--- config.mk ---
export PLATFORM = sky130hd
export DESIGN_NAME = mso_top
export DESIGN_NICKNAME = d
export VERILOG_FILES = /design/src/shared/mso_pkg.sv /design/src/rtl/mso_move_stretch.sv /design/src/rtl/mso_top.sv
export SDC_FILE = /design/constraint.sdc
export NUM_CORES = 1
export LEC_CHECK = 0
export ABC_AREA = 0
export BUFFER_PORTS_ARGS = -buffer_cell sky130_fd_sc_hd__buf_4
export CAP_MARGIN = 20
export CORE_MARGIN = 2
export CORE_UTILIZATION = 50
export DETAILED_ROUTE_END_ITERATION = 10
export PLACE_DENSITY_LB_ADDON = 0.1
export SYNTH_ARGS = -nofsm -noshare
export SYNTH_HDL_FRONTEND = slang
export SYNTH_HIERARCHICAL = 1
export SYNTH_SLANG_ARGS = --single-unit
export TNS_END_PERCENT = 10
--- constraint.sdc ---
create_clock -name clock -period 1.66 [get_ports clock]
set_input_delay 0.083 -clock clock [delete_from_list [all_inputs] [get_ports clock]]
set_output_delay 0.083 -clock clock [all_outputs]
set_load 0.1 [all_outputs]
--- src/shared/mso_pkg.sv ---
// constants and carrier types for the motion status output block
// =====================================================================
// Functional notes
// - ready needs power, no start, no stops
// - ready also needs no alarm, no motion
// - ready low during tool or serial jobs
// - excitation enable blocks ready only if assigned
// - move output high while motor operates
// - move stays high programmable minimum milliseconds
// - profile busy during internally generated operations
// - in position after positioning settles in window
// - window width 0 to 180 tenths, default 18
// - window centre offset within plus minus 18
// - no in position after stopped or interrupted
// - cutback reached when current hits standstill value
// - cutback disabled means never cutback reached
// - torque limit over rating or push limit
// - alpha mode: deviation above 1.8 degrees
// - servo emulation ratio selects torque limit condition
// - speed attained judged by selected mode (pulse input operation always uses feedback)
// - feedback mode: detected speed within band
// - command mode: command speed equals target
// - mode 0 feedback, 1 command, 2 both
// - tolerance band 1 to 200 rpm, default 30
// - combined mode: detected speed near target
// - mode input low alpha, high servo emulation
package mso_pkg;
  // =====================================================================
  // timing
  localparam int unsigned CLK_HZ = 200_000_000;
  localparam int unsigned MS_TICK_HZ = 1_000;
  localparam int unsigned MS_CYCLES = CLK_HZ / MS_TICK_HZ;
  localparam int unsigned DIV_W = 18;
  localparam logic [DIV_W-1:0] DIV_LAST = DIV_W'(MS_CYCLES - 1);
  // =====================================================================
  // settings, widths, limits and defaults
  localparam int unsigned POS_W = 16;
  localparam int unsigned SPD_W = 16;
  localparam logic [7:0] MOVE_MIN_DEF = 8'h00;
  localparam logic [7:0] INPOS_RANGE_MAX = 8'hB4;
  localparam logic [7:0] INPOS_RANGE_DEF = 8'h12;
  localparam logic signed [7:0] INPOS_OFS_MAX = 8'sh12;
  localparam logic signed [7:0] INPOS_OFS_DEF = 8'sh00;
  localparam logic [POS_W-1:0] TLC_DEV_LIMIT = 16'h0012;
  localparam logic [7:0] SVE_RATIO_FULL = 8'h64;
  localparam logic [7:0] SVE_RATIO_ZERO = 8'h00;
  localparam logic [7:0] VA_BAND_MIN = 8'h01;
  localparam logic [7:0] VA_BAND_MAX = 8'hC8;
  localparam logic [7:0] VA_BAND_DEF = 8'h1E;
  // =====================================================================
  // speed attainment modes
  typedef enum logic [1:0] {
    MSO_VA_FEEDBACK = 2'h0,
    MSO_VA_COMMAND = 2'h1,
    MSO_VA_BOTH = 2'h2
  } mso_va_mode_t;
  // move stretch states
  typedef enum logic [2:0] {
    MSO_ST_IDLE = 3'h1,
    MSO_ST_RUN = 3'h2,
    MSO_ST_HOLD = 3'h4
  } mso_move_st_t;
  // =====================================================================
  // readiness gating inputs
  typedef struct packed {
    logic ctrl_power_on;
    logic main_power_on;
    logic start_any;
    logic free_in;
    logic excite_enable;
    logic excite_assigned;
    logic stop_in;
    logic soft_stop_current_off;
    logic pause_in;
    logic deviation_clear_input;
    logic alarm_active;
    logic tool_busy;
    logic serial_job_busy;
  } mso_ready_in_t;
  // parameter settings
  typedef struct packed {
    logic [7:0] move_min_ms;
    logic [7:0] inpos_range;
    logic signed [7:0] inpos_offset;
    logic cutback_enable;
    logic [7:0] sve_ratio;
    logic [1:0] va_mode;
    logic [7:0] va_band;
  } mso_cfg_t;
  // motion state
  typedef struct packed {
    logic motor_moving;
    logic internal_profile;
    logic positioning_done;
    logic stop_interrupted;
    logic continuous_stop;
    logic pulse_input_op;
    logic push_motion;
    logic signed [POS_W-1:0] pos_deviation;
    logic current_at_standstill;
    logic cutback_active;
    logic torque_over_rating;
    logic push_torque_reached;
    logic current_at_limit;
    logic current_mode_select;
    logic signed [SPD_W-1:0] detected_speed;
    logic signed [SPD_W-1:0] command_speed;
    logic signed [SPD_W-1:0] target_speed;
  } mso_motion_t;
endpackage

--- src/rtl/mso_move_stretch.sv ---
// minimum on-time stretcher for the move output
`timescale 1ns/1ps
module mso_move_stretch
  import mso_pkg::*;
(
  // clock and reset
  input wire logic clock,
  input wire logic nrst,
  // control
  input wire logic moving,
  input wire logic [7:0] min_ms,
  // result
  output logic move_out
);
  logic [DIV_W-1:0] div_ff, nxt_div; // millisecond divider
  logic tick_ff, nxt_tick; // one-cycle millisecond pulse
  logic [7:0] cnt_ff, nxt_cnt; // elapsed ms since motion start
  mso_move_st_t st_ff, nxt_st; // stretch state
  logic move_ff, nxt_move; // registered output

  // =====================================================================
  // next-state logic
  always_comb begin
    nxt_div = div_ff + 1'b1;
    nxt_tick = 1'b0;
    if (div_ff == DIV_LAST) begin
      nxt_div = '0;
      nxt_tick = 1'b1;
    end
    nxt_cnt = cnt_ff;
    nxt_st = st_ff;
    if (tick_ff && cnt_ff != 8'hFF) begin
      nxt_cnt = cnt_ff + 1'b1;
    end
    case (st_ff)
      MSO_ST_IDLE: begin
        // motion start restarts the minimum window
        if (moving) begin
          nxt_st = MSO_ST_RUN;
          nxt_cnt = '0;
        end
      end
      MSO_ST_RUN: begin
        // motion ended early holds the output
        if (!moving) begin
          nxt_st = (cnt_ff < min_ms) ? MSO_ST_HOLD : MSO_ST_IDLE;
        end
      end
      MSO_ST_HOLD: begin
        if (moving) begin
          nxt_st = MSO_ST_RUN;
        end else if (cnt_ff >= min_ms) begin
          nxt_st = MSO_ST_IDLE;
        end
      end
      default: nxt_st = MSO_ST_IDLE;
    endcase
    nxt_move = (nxt_st != MSO_ST_IDLE);
  end

  // registers
  always_ff @(posedge clock or negedge nrst) begin
    if (!nrst) begin
      div_ff <= '0;
      tick_ff <= 1'b0;
      cnt_ff <= '0;
      st_ff <= MSO_ST_IDLE;
      move_ff <= 1'b0;
    end else begin
      div_ff <= nxt_div;
      tick_ff <= nxt_tick;
      cnt_ff <= nxt_cnt;
      st_ff <= nxt_st;
      move_ff <= nxt_move;
    end
  end

  assign move_out = move_ff;
endmodule

--- src/rtl/mso_top.sv ---
// motion status outputs: ready, move, busy, in-position, cutback, torque, speed
`timescale 1ns/1ps
module mso_top
  import mso_pkg::*;
(
  // clock and reset
  input wire logic clock,
  input wire logic nrst,
  // readiness gating inputs
  input wire mso_ready_in_t rdy_in,
  // parameter settings
  input wire mso_cfg_t cfg,
  // motion state
  input wire mso_motion_t mot,
  // status outputs
  output logic ready,
  output logic move_active,
  output logic profile_busy,
  output logic in_position,
  output logic cutback_reached,
  output logic torque_limit_reached,
  output logic speed_attained
);
  logic ready_ff, nxt_ready; // readiness
  logic busy_ff, nxt_busy; // profile generation busy
  logic inpos_ff, nxt_inpos; // in-position
  logic cut_ff, nxt_cut; // cutback reached
  logic tlc_ff, nxt_tlc; // torque limit reached
  logic va_ff, nxt_va; // speed attained
  logic inpos_arm_ff, nxt_inpos_arm; // positioning finished normally
  logic signed [POS_W+1:0] dev_ext; // deviation minus offset
  logic [POS_W+1:0] dev_abs; // magnitude from shifted centre
  logic [POS_W-1:0] pos_abs; // raw deviation magnitude
  logic [7:0] range_lim; // clamped window width
  logic signed [7:0] ofs_lim; // clamped window offset
  logic [7:0] band_lim; // clamped speed band
  logic dev_over; // deviation beyond 1.8 degrees
  logic servo_mode; // servo emulation selected
  logic fb_in_band; // detected near command speed
  logic tgt_in_band; // detected near target speed
  logic cmd_match; // command speed at target
  logic move_w; // stretched move from leaf

  // =====================================================================
  // move output with minimum on-time
  mso_move_stretch u_stretch (
    .clock(clock),
    .nrst(nrst),
    .moving(mot.motor_moving),
    .min_ms(cfg.move_min_ms),
    .move_out(move_w)
  );

  // =====================================================================
  // speed band check helper
  function automatic logic in_band(input logic signed [SPD_W-1:0] a,
                                   input logic signed [SPD_W-1:0] b,
                                   input logic [7:0] band);
    logic signed [SPD_W:0] d;
    logic [SPD_W:0] m;
    d = {a[SPD_W-1], a} - {b[SPD_W-1], b};
    m = d[SPD_W] ? (SPD_W+1)'(-d) : d;
    in_band = (m <= {{(SPD_W-7){1'b0}}, band});
  endfunction

  // =====================================================================
  // combinational helpers: clamps, deviations, bands
  always_comb begin
    range_lim = (cfg.inpos_range > INPOS_RANGE_MAX) ? INPOS_RANGE_MAX : cfg.inpos_range;
    ofs_lim = cfg.inpos_offset;
    if (cfg.inpos_offset > INPOS_OFS_MAX) begin
      ofs_lim = INPOS_OFS_MAX;
    end else if (cfg.inpos_offset < -INPOS_OFS_MAX) begin
      ofs_lim = -INPOS_OFS_MAX;
    end
    band_lim = cfg.va_band;
    if (cfg.va_band < VA_BAND_MIN) begin
      band_lim = VA_BAND_MIN;
    end else if (cfg.va_band > VA_BAND_MAX) begin
      band_lim = VA_BAND_MAX;
    end
    // window centre shifted by the offset
    dev_ext = {{2{mot.pos_deviation[POS_W-1]}}, mot.pos_deviation}
              - {{(POS_W-6){ofs_lim[7]}}, ofs_lim};
    dev_abs = dev_ext[POS_W+1] ? (POS_W+2)'(-dev_ext) : dev_ext;
    pos_abs = mot.pos_deviation[POS_W-1] ? POS_W'(-mot.pos_deviation)
                                         : mot.pos_deviation;
    dev_over = (pos_abs > TLC_DEV_LIMIT);
    servo_mode = mot.current_mode_select;
    fb_in_band = in_band(mot.detected_speed, mot.command_speed, band_lim);
    tgt_in_band = in_band(mot.detected_speed, mot.target_speed, band_lim);
    cmd_match = (mot.command_speed == mot.target_speed);
  end

  // =====================================================================
  // readiness next value
  always_comb begin
    nxt_ready = rdy_in.ctrl_power_on && rdy_in.main_power_on
             && !rdy_in.start_any && !rdy_in.free_in && !rdy_in.stop_in
             && !rdy_in.soft_stop_current_off && !rdy_in.pause_in
             && !rdy_in.deviation_clear_input;
    // alarm and motion block readiness
    if (rdy_in.alarm_active || mot.motor_moving) begin
      nxt_ready = 1'b0;
    end
    // tool jobs and serial maintenance block readiness
    if (rdy_in.tool_busy || rdy_in.serial_job_busy) begin
      nxt_ready = 1'b0;
    end
    // excitation enable only counts when assigned
    if (rdy_in.excite_assigned && !rdy_in.excite_enable) begin
      nxt_ready = 1'b0;
    end
  end

  // =====================================================================
  // profile busy and in-position next values
  always_comb begin
    nxt_busy = mot.internal_profile;
    nxt_inpos_arm = inpos_arm_ff;
    // arm on normal finish, disarm on new motion or interruption
    if (mot.motor_moving) begin
      nxt_inpos_arm = 1'b0;
    end else if (mot.stop_interrupted || mot.continuous_stop) begin
      nxt_inpos_arm = 1'b0;
    end else if (mot.positioning_done) begin
      nxt_inpos_arm = 1'b1;
    end
    nxt_inpos = nxt_inpos_arm && !mot.motor_moving
             && (dev_abs <= {{(POS_W-6){1'b0}}, range_lim});
  end

  // =====================================================================
  // cutback and torque-limit next values
  always_comb begin
    nxt_cut = cfg.cutback_enable && mot.cutback_active
           && mot.current_at_standstill;
    nxt_tlc = mot.torque_over_rating
           || (mot.push_motion && mot.push_torque_reached);
    if (!servo_mode) begin
      nxt_tlc = nxt_tlc || dev_over;
    end else if (cfg.sve_ratio == SVE_RATIO_ZERO) begin
      nxt_tlc = nxt_tlc || dev_over;
    end else if (cfg.sve_ratio >= SVE_RATIO_FULL) begin
      nxt_tlc = nxt_tlc || mot.current_at_limit;
    end else begin
      nxt_tlc = nxt_tlc || (dev_over && mot.current_at_limit);
    end
  end

  // =====================================================================
  // speed attained next value
  always_comb begin
    nxt_va = 1'b0;
    if (mot.pulse_input_op) begin
      nxt_va = fb_in_band;
    end else begin
      case (cfg.va_mode)
        MSO_VA_FEEDBACK: nxt_va = fb_in_band;
        MSO_VA_COMMAND: nxt_va = cmd_match;
        MSO_VA_BOTH: nxt_va = tgt_in_band;
        default: nxt_va = fb_in_band;
      endcase
    end
    // only judged while moving
    if (!mot.motor_moving) begin
      nxt_va = 1'b0;
    end
  end

  // =====================================================================
  // status registers
  always_ff @(posedge clock or negedge nrst) begin
    if (!nrst) begin
      ready_ff <= 1'b0;
      busy_ff <= 1'b0;
      inpos_ff <= 1'b0;
      cut_ff <= 1'b0;
      tlc_ff <= 1'b0;
      va_ff <= 1'b0;
      inpos_arm_ff <= 1'b0;
    end else begin
      ready_ff <= nxt_ready;
      busy_ff <= nxt_busy;
      inpos_ff <= nxt_inpos;
      cut_ff <= nxt_cut;
      tlc_ff <= nxt_tlc;
      va_ff <= nxt_va;
      inpos_arm_ff <= nxt_inpos_arm;
    end
  end

  // outputs straight from flip-flops
  assign ready = ready_ff;
  assign move_active = move_w;
  assign profile_busy = busy_ff;
  assign in_position = inpos_ff;
  assign cutback_reached = cut_ff;
  assign torque_limit_reached = tlc_ff;
  assign speed_attained = va_ff;
endmodule

==> reports/results.ini, run 1 <==
[sta]
max_freq_ghz=0.232
fin_crit_ns=4.32
holdWs_ns=0.0650
tightest_slew_ns=0.486
slew_violations=0
maxSlewHeadroom=0.676
hold_viol_final=0
clock_skew_ns=0.00688
period_share=2.60
setup_viol=4
rsz0062_at_grt=yes
fin_ws_ns=-2.66

[detailed_routing]
wire_per_inst_um=14.3
detail_route.first_pass.iterations=5
postRouteWirelength_um=22100
drc=0
drt-initial-drc-count=554
vias_per_cell=5.46
antenna_left=0
vias=8420

[synthesis]
ys_ff_latch=38
synthArstFlopShare=1.00
synth_edf_count=0
syn_nets=1151
synthXorXnorAreaFrac=0.116
ys_types=88
syn_area_mm2=0.00696
yosysWarnings=6
syn_inst=924
synth_mux_area_frac=0.00917
synth_top_family_by_area=simple AND/OR/NAND/NOR gates
yosys.area_share.adder=0.169
synthSimpleGateAreaFrac=0.260
synth_ff_type=dfrtp_1
avgSynthCellArea_um2=7.53
ys_seq_area_frac=0.137
synth_compound_area_frac=0.259

[global_routing]
antenna_found_initial=0
overflow=0
grt_util_met2=0.519
grt_first_pass_wirelength_um=36400
grt_usage=0.298
grt_pass1_vias=8152
top_usage_layer=met2
use_met3=0.0342
grt_max_degree=39
met1_usage=0.400

[floorplanning]
num_rows=43
ios=142
initial_utilization=0.507
die_w_um=122
coreArea_mm2=0.0137
dieArea_mm2=0.0149
die_h_um=122

[power_and_ir_drop]
finalPower_mw=6.45
p_per_area_mw_per_mm2=601
ir_drop_mv=0.419
p_leak_nw=5.30

[finish]
area_growth_pct=54.3
n_antenna_cell=0
layout-drive-gt1-share=0.370
reg.largest.list=u_stretch/div_ff (18), u_stretch/cnt_ff (8), u_stretch/st_ff (3)
largest_reg_flops=18
layout.nets=1588
fin_cells=1542
mostFrequentLayoutCells=buf_4 (435), ha_1 (86), nor2_1 (81), inv_1 (76), nand2_1 (66)
final_util=0.782
final_common_cell=buf_4
largest-register=u_stretch/div_ff

[clock_network]
cts.clk_slew.worst_paths_ns=0.06
cts_buffers=5
root_buffer=clkbuf_16
clock-sinks=38
clock_latency_ns=0.28
htreeDepth=2
cts_tree=yes
clockBufferDepth=2

[run]
drv_cap=0

[setup_path]
reg2reg_depth=6
critPathMaxFanout=6
cpMaxStageDelayCell=mux2_4
cp-start-kind=input pin
cp.arrival_ns=4.52
required_ns=1.86
max_stage_delay_ns=0.34
end_kind=flip-flop
worst-setup-path-type=in -> reg

[min_path]
worst_hold_path_type=in -> reg
holdPathStages=2

[placement]
pre_cts_ws_ns=-2.98
dpl.cell_count=1528
dpl.hpwl_um=18900
gp_congestion=0.952
numPortBuffers=141

[outcome]
failed_checks=setup timing
status=finished, violations left

## power by group
group	internal [mW]	switching, mW	total [mW]
clock	0.594	0.359	0.953
sequential	0.977	0.0511	1.03
combinational	2.33	2.14	4.47
## path summary, 6_finish.rpt
path | start | endpoint | slack [ns]
worst min register to register | u_stretch/div_ff[4]$_DFF_PN0_ | u_stretch/div_ff[4]$_DFF_PN0_ | 0.50
worst max register to register | u_stretch/cnt_ff[7]$_DFF_PN0_ | u_stretch/move_out$_DFF_PN0_ | -0.01
worst min-delay path | mot[52] | cutback_reached$_DFF_PN0_ | 0.06
min in group asynchronous | nrst | u_stretch/cnt_ff[4]$_DFF_PN0_ | 0.31
max in group asynchronous | nrst | u_stretch/st_ff[0]$_DFF_PN1_ | 0.99
worst max-delay path | cfg[20] | in_position$_DFF_PN0_ | -2.66
## worst max-delay path, delay by kind of cell
kind            cells  cell delay [ns]
fa+ha+maj           4             0.90
compound gates     13             1.79
simple gates        8             1.19
buf+inv             3             0.16
mux                 1             0.34
## cells in the mapped netlist (12+ instances only)
cell / n / area (µm²)
a21o_1: 14 / 105
a21oi_1: 61 / 305
and3_1: 12 / 75.1
dfrtp_1: 37 / 926
ha_1: 89 / 1110
inv_1: 78 / 293
nand2_1: 66 / 248
nand2b_1: 16 / 100
nand3_1: 27 / 135
nand4_1: 18 / 113
nor2_1: 81 / 304
nor2b_1: 12 / 75.1
nor3_1: 31 / 155
nor4_1: 15 / 93.8
o21a_1: 18 / 135
o21ai_0: 54 / 270
or3_1: 13 / 81.3
xnor2_1: 61 / 534
xor2_1: 29 / 254
## per-stage QoR
| stage | cell area (µm²) | TNS (ns) |
|---|---|---|
| 2_1_floorplan | 7020 | -5.70 |
| 4_1_cts | 10700 | -5.46 |
| 5_1_grt | 10700 | -6.76 |
| 3_3_place_gp | 10500 | -6.43 |
| 3_5_place_dp | 10500 | -6.67 |
| 6_report | 10700 | -5.57 |
## logic make-up (layout without fill, tap and decap cells)
logic type | Yosys count | after routing
fa+ha+maj | 92 | 92
flops | 38 | 38
simple gates | 344 | 344
compound gates | 262 | 262
xor+xnor | 91 | 91
mux | 6 | 6
buf+inv | 91 | 529
## layout make-up
| class | count | area, µm² |
|---|---|---|
| Timing Repair Buffer | 443 | 3350 |
| Clock buffer | 6 | 139 |
| Clock inverter | 2 | 12.5 |
| Inverter | 78 | 293 |
| Sequential cell | 38 | 952 |
| Multi-Input combinational cell | 795 | 5760 |
| Tap cell | 180 | 225 |
| Fill cell | 1081 | 2990 |
## per-layer routing
| layer | wire length [µm] | up-vias |
|---|---|---|
| met1 | 10000 | 3855 |
| met5 | 0 | - |
| met4 | 293 | 0 |
| met2 | 10400 | 259 |
| li1 | - | 4283 |
| met3 | 1340 | 23 |
## what timing repair did
action,in CTS,in global routing
pin swaps,4,2
hold buffers,4,0
hold endpoints to repair,39,0
endpoints found under the setup margin,4,8
gates resized for setup,12,4
buffers inserted,0,2
Note: power is estimated with default switching activity, not from simulation.
==> run 2: changes to the inputs <==
- ABC_AREA: 0 -> 1
- CORE_UTILIZATION: 50 -> 44
- GPL_TIMING_DRIVEN: not set -> 0
==> run 2 against run 1 <==
  * The run still ends with setup timing left
  * First-iteration DRC count fell by 33%
  * Fmax increased by 8.0%
  * Core utilization decreased by 24 points
  * Critical path type unchanged
  * Hold slack worse by 0.055 ns
==> reports/results.ini, run 2 <==
[outcome]
status=finished, violations left
failed_checks=setup timing

[floorplanning]
num_rows=49  ; +14%
coreArea_mm2=0.0178  ; +30%
ios=142  ; unchanged
initial_utilization=0.444  ; -0.0629
die_h_um=138  ; +13%
die_w_um=138  ; +13%
dieArea_mm2=0.0191  ; +28%

[power_and_ir_drop]
p_sw_mw=2.72  ; +6.9%
p_clk_frac=0.167  ; +0.019
finalPower_mw=5.80  ; -10%
swShare=0.469  ; +0.0746
p_int_mw=3.08  ; -21%
p_leak_nw=5.37  ; +1.2%
p_per_area_mw_per_mm2=594  ; -1.2%
ir_drop_mv=0.837  ; +100%
p_comb_frac=0.661  ; -0.032
p_seq_frac=0.172  ; +0.013

[setup_path]
cp-startpoint=cfg[20]
cp.arrival_ns=4.21  ; -0.31 ns
max_stage_delay_ns=0.39  ; +0.05 ns
end_kind=flip-flop
cpMaxStageDelayCell=fa_2
r2r_start=u_stretch/cnt_ff[5]$_DFF_PN0_
worst-setup-path-type=in -> reg
critPathMaxFanout=5  ; -1
cp-start-kind=input pin
required_ns=1.88  ; +0.02 ns
cpMostUsedCell=nand2_2

[synthesis]
yosys.area.top_type=nand2_1
yosys.area_share.adder=0.148  ; -0.0206
ys_types=50  ; -43%
avgSynthCellArea_um2=5.77  ; -23%
synth_edf_count=0  ; unchanged
syn_nets=1599  ; +39%
synth_top_family_by_area=simple AND/OR/NAND/NOR gates
synth_commonest_cells=nand2_1 (410), inv_1 (225), nor2_1 (153)
synthSimpleGateAreaFrac=0.433  ; +0.173
syn_area_mm2=0.00792  ; +14%
synth_ff_type=dfrtp_1
yosysWarnings=6  ; unchanged
ys_ff_latch=38  ; unchanged
synthArstFlopShare=1.00  ; unchanged
synth_compound_area_frac=0.106  ; -0.153
synth_mux_area_frac=0  ; -0.00917
syn_inst=1372  ; +48%
synth.top_cell.area_share=0.194  ; +0.0342
yosys-top-cells-area=nand2_1 (19%), ha_1 (14%), dfrtp_1 (12%)
ys_seq_area_frac=0.120  ; -0.0167
post-synth-top-count-cell=nand2_1
synthXorXnorAreaFrac=0.0731  ; -0.0425

[global_routing]
overflow=0  ; unchanged
grt_pass1_vias=8396  ; +3.0%
grt_util_met2=0.400  ; -0.118
grt_first_pass_wirelength_um=36900  ; +1.2%
antenna_found_initial=0  ; unchanged
use_met3=0.0170  ; -0.0172
top_usage_layer=met2
met1_usage=0.302  ; -0.0980
grt_max_degree=39  ; unchanged
grt_usage=0.224  ; -0.0744

[sta]
rsz0062_at_grt=yes
period_share=2.41  ; -0.193
max_freq_ghz=0.250  ; +8.0%
fin_crit_ns=3.99  ; -0.320 ns
fin_ws_ns=-2.33  ; +0.320 ns
setup_viol=3  ; -1
clock_skew_ns=0.00296  ; -0.00392 ns
maxSlewHeadroom=0.667  ; -0.00950
slew_violations=0  ; unchanged
hold_viol_final=0  ; unchanged
tightest_slew_ns=0.496  ; +0.00968 ns

[detailed_routing]
drc=0  ; unchanged
antenna_left=0  ; unchanged
detail_route.first_pass.iterations=5  ; unchanged
vias=8784  ; +4.3%
postRouteWirelength_um=21600  ; -1.9%
drt-initial-drc-count=371  ; -33%
wire_per_inst_um=12.2  ; -14%
vias_per_cell=4.97  ; -9.0%

[finish]
area_growth_pct=23.3
layout.nets=1765  ; +11%
mostFrequentLayoutCells=nand2_1 (402), inv_1 (220), buf_4 (153), nor2_1 (151), nand3_1 (100)
largest-register=u_stretch/div_ff
final_area_mm2=0.00977  ; -9.0%
largest_reg_flops=18  ; unchanged
final_common_cell=nand2_1
nFillCells=1869  ; +73%
layout-drive-gt1-share=0.177  ; -0.193
reg.largest.list=u_stretch/div_ff (18), u_stretch/cnt_ff (8), u_stretch/st_ff (3)
n_antenna_cell=0  ; unchanged

[clock_network]
htreeDepth=2  ; unchanged
root_buffer=clkbuf_16
clockBufferDepth=2  ; unchanged
cts_tree=yes
clock-sinks=38  ; unchanged
cts_buffers=5  ; unchanged
cts.clk_slew.worst_paths_ns=0.06  ; about the same
clock_latency_ns=0.28  ; about the same

[run]
drv_cap=0  ; unchanged

[placement]
gp_congestion=0.958  ; +0.62%
post_dp_cell_area_mm2=0.00929  ; -11%
numPortBuffers=141  ; unchanged
dpl.hpwl_um=18600  ; -1.7%

[min_path]
min-delay-start=mot[50]
worst_hold_path_type=in -> reg

## run 2: routing by layer
metal | up-vias | share of wire
met5 | - | 0
met4 | 0 | 0.0093
met3 | 20 | 0.038
met2 | 178 | 0.47
met1 | 3869 | 0.48
li1 | 4717 | -
## run 2: final timing paths
| path | slack (ns) | to | depth (start not counted) |
|---|---|---|---|
| worst max-delay path | -2.33 | in_position$_DFF_PN0_ | 37 |
| worst min-delay path | 0.01 | torque_limit_reached$_DFF_PN0_ | 3 |
| worst max register to register | 0.18 | u_stretch/move_out$_DFF_PN0_ | 6 |
| worst min register to register | 0.52 | u_stretch/div_ff[0]$_DFF_PN0_ | 1 |
| max in group asynchronous | 0.99 | u_stretch/st_ff[0]$_DFF_PN1_ | 2 |
| min in group asynchronous | 0.31 | ready$_DFF_PN0_ | 2 |
## run 2: what timing repair did
| item | 4_1_cts | 5_1_grt |
|---|---|---|
| pin swaps | 17 | 21 |
| hold endpoints to repair | 41 | 0 |
| hold buffers | 5 | 0 |
| resized for setup | 25 | 20 |
| setup endpoints to repair | 3 | 3 |
| setup buffers | 9 | 4 |
## run 2: kinds of logic after synthesis
logic type | after synthesis
buffers and inverters | 243
AOI/OAI and AO/OA | 149
adders and majority gates | 92
DFF | 38
xor gates and xnor gates | 61
and+or+nand+nor | 789
## run 2: through the flow
| stage | instances | hold slack, ns | setup WS (ns) | TNS, ns | utilization |
|---|---|---|---|---|---|
| global placement | 1742 | 0.0888 | -2.86 | -6.02 | 0.521 |
| global route | 1768 | 0.0180 | -2.79 | -5.49 | 0.547 |
| floorplan | 1372 | -0.213 | -2.31 | -3.91 | - |
| detailed placement | 1742 | 0.0868 | -2.93 | -6.05 | 0.521 |
| finish | 1768 | 0.00992 | -2.33 | -4.50 | 0.547 |
| CTS | 1764 | 0.00760 | -2.18 | -4.35 | 0.542 |
## run 2: area by class of cell
| type | instances | area [µm²] | share of cell area |
|---|---|---|---|
| plain buffers | 6 | 60.1 | 0.00615 |
| clock buffers | 6 | 139 | 0.0142 |
| clock inverters | 2 | 12.5 | 0.00128 |
| inverters | 237 | 897 | 0.0919 |
| multi-input cells | 1091 | 6200 | 0.635 |
| flip-flops and latches | 38 | 952 | 0.0975 |
| well taps | 229 | 287 | 0.0293 |
| repair buffers | 159 | 1220 | 0.125 |
## run 2: power by group through the flow
stage                     Clock, mW  Combinational, mW  Sequential, mW
final                         0.966               3.84           0.997
after global routing           1.03               4.37            1.00
after CTS                      1.01               3.77           0.998
after detailed placement          0               3.64            1.01
after global placement            0               3.59            1.01
after floorplan                   0               2.58            1.12
## run 2: critical path, delay by kind of cell
family	cells	cell delay (ns)
fa+ha+maj	4	1.20
compound gates	8	0.86
buf+inv	5	0.37
simple gates	19	1.57
xor+xnor	1	0.14
==> run 3: changes to the inputs <==
- TNS_END_PERCENT: 10 -> not set
==> run 3 against run 2 <==
  * The run still ends with setup timing left
  * Fmax grew 3.5%
  * Combinational power grew 16%
  * Sequential power is essentially flat
  * Flip-flop and latch count is the same
  * Die area is the same
  * Design area grew 9.5%
  * Total power grew 13%
  * Non-clock buffer count grew 39
  * Clock skew is essentially flat
  * Global-route usage grew 1.2 points
==> reports/results.ini, run 3 (same netlist as run 2, synthesis figures left out) <==
[floorplanning]
die_h_um=138  ; unchanged
dieArea_mm2=0.0191  ; unchanged
ios=142  ; unchanged
num_rows=49  ; unchanged
initial_utilization=0.444  ; unchanged
coreArea_mm2=0.0178  ; unchanged
die_w_um=138  ; unchanged

[setup_path]
r2r_end=in_position$_DFF_PN0_
reg2reg_depth=9  ; +3
max_stage_delay_ns=0.38  ; about the same
cpMostUsedCell=nand2_2
required_ns=1.87  ; about the same
worst-setup-path-type=in -> reg
critPathMaxFanout=4  ; -1
end_kind=flip-flop
cp-start-kind=input pin
worst-r2r-setup-slack_ns=0.16  ; -0.02 ns
cpMaxStageDelayCell=ha_1
cp.arrival_ns=4.07  ; -0.14 ns
r2r_start=inpos_arm_ff$_DFF_PN0_

[outcome]
status=finished, violations left
failed_checks=setup timing

[detailed_routing]
antenna_left=0  ; unchanged
vias_per_cell=5.02  ; +1.1%
wire_per_inst_um=12.8  ; +4.8%
drc=0  ; unchanged
drt-initial-drc-count=381  ; +2.7%
postRouteWirelength_um=23200  ; +7.1%
vias=9073  ; +3.3%
detail_route.first_pass.iterations=5  ; unchanged

[sta]
clock_skew_ns=0.00256  ; -0.000396 ns
setup_viol=2  ; -1
tightest_slew_ns=0.496  ; -0.0000598 ns
maxSlewHeadroom=0.667  ; +0.000712
holdWs_ns=0.00267  ; -0.00725 ns
fin_ws_ns=-2.20  ; +0.135 ns
period_share=2.33  ; -0.0813
slew_violations=0  ; unchanged
fin_crit_ns=3.86  ; -0.135 ns
max_freq_ghz=0.259  ; +3.5%
rsz0062_at_grt=yes
hold_viol_final=0  ; unchanged
setup_tns_ns=-3.66  ; +0.838 ns

[power_and_ir_drop]
ir_drop_mv=0.786  ; -6.1%
p_per_area_mw_per_mm2=611  ; +2.9%
finalPower_mw=6.54  ; +13%
p_leak_nw=5.62  ; +4.6%

[placement]
dpl.hpwl_um=18600  ; +0.16%
pre_cts_ws_ns=-2.90  ; +0.0257 ns
dpl.cell_count=1742  ; unchanged
gp_congestion=0.956  ; -0.21%
post_dp_cell_area_mm2=0.00933  ; +0.43%
numPortBuffers=141  ; unchanged

[finish]
largest-register=u_stretch/div_ff
area_growth_pct=35.0
n_antenna_cell=0  ; unchanged
layout.nets=1805  ; +2.3%
final_util=0.600  ; +0.0522
final_common_cell=nand2_1
layout-drive-gt1-share=0.254  ; +0.0774
final_area_mm2=0.0107  ; +9.5%
largest_reg_flops=18  ; unchanged
mostFrequentLayoutCells=nand2_1 (388), inv_1 (205), buf_4 (188), nor2_1 (142), nand3_1 (95)
reg.largest.list=u_stretch/div_ff (18), u_stretch/cnt_ff (8), u_stretch/st_ff (3)
fin_cells=1807  ; +2.2%

[min_path]
holdPathStages=3  ; unchanged
min_to=torque_limit_reached$_DFF_PN0_
worst_hold_path_type=in -> reg
min-delay-start=mot[50]

[clock_network]
cts.clk_slew.worst_paths_ns=0.05  ; about the same
clock-sinks=38  ; unchanged
root_buffer=clkbuf_16
clock_latency_ns=0.28  ; about the same
htreeDepth=2  ; unchanged
cts_buffers=5  ; unchanged
cts_tree=yes
clockBufferDepth=2  ; unchanged

[global_routing]
grt_usage=0.235  ; +0.0115
grt_first_pass_wirelength_um=38600  ; +4.8%
grt_max_degree=39  ; unchanged
antenna_found_initial=0  ; unchanged
overflow=0  ; unchanged
grt_pass1_vias=8554  ; +1.9%

[run]
drv_cap=0  ; unchanged

## run 3: changes by cell type in the layout (fill, tap and decap cells not counted), moves of 8 or more
| cell | previous run | this run |
|---|---|---|
| buf_4 | 153 | 188 |
| ha_1 | 83 | 53 |
| ha_4 | 4 | 27 |
| inv_1 | 220 | 205 |
| inv_2 | 12 | 20 |
| nand2_1 | 402 | 388 |
| nand2_4 | 4 | 13 |
| nor2_1 | 151 | 142 |
| o21ai_0 | 46 | 35 |
| o21ai_1 | 5 | 14 |
## run 3: worst max-delay path by stage
stage / from / to / slack, ns
3_3_place_gp: cfg[20] / in_position$_DFF_PN0_ / -2.89
6_report: cfg[22] / in_position$_DFF_PN0_ / -2.20
2_1_floorplan: cfg[20] / in_position$_DFF_PN0_ / -2.31
5_1_grt: cfg[22] / in_position$_DFF_PN0_ / -2.57
3_5_place_dp: cfg[20] / in_position$_DFF_PN0_ / -2.90
4_1_cts: cfg[22] / in_position$_DFF_PN0_ / -2.24
## run 3: report_power, final
group	total (mW)	internal (mW)	switching (mW)	leakage [nW]
combinational	4.45	1.86	2.59	5.03
clock	1.09	0.740	0.349	0.0829
sequential	0.998	0.979	0.0194	0.502
total	6.54	3.58	2.96	5.62
## run 3: layout make-up
| type | instances | area (µm²) |
|---|---|---|
| timing repair buffer | 198 | 1530 |
| buffer | 6 | 60.1 |
| sequential | 38 | 952 |
| clock buffer | 6 | 139 |
| fill | 1765 | 7140 |
| tap | 229 | 287 |
| clock inverter | 1 | 30.0 |
| multi-input combinational | 1092 | 6780 |
| inverter | 237 | 925 |
## run 3: repair_timing
action | in CTS | in global routing
endpoints found under the hold margin | 41 | 1
setup buffers | 31 | 21
gates cloned | 1 | 0
resized for setup | 84 | 86
hold buffers | 4 | 1
pin swaps | 62 | 56
setup endpoints to repair | 3 | 3
## run 3: layer usage
metal	GRT usage	vias to the layer above	share of wire
met3	0.0166	16	0.036
li1	-	4798	-
met2	0.413	201	0.48
met1	0.319	4058	0.48
met5	0	-	0
met4	0.0483	0	0.012
## run 3: critical path, delay by kind of cell
| kind | cells | cell delay [ns] |
|---|---|---|
| fa+ha+maj | 3 | 0.91 |
| buf+inv | 5 | 0.48 |
| compound gates | 10 | 1.23 |
| simple gates | 17 | 1.21 |
| xor+xnor | 1 | 0.13 |
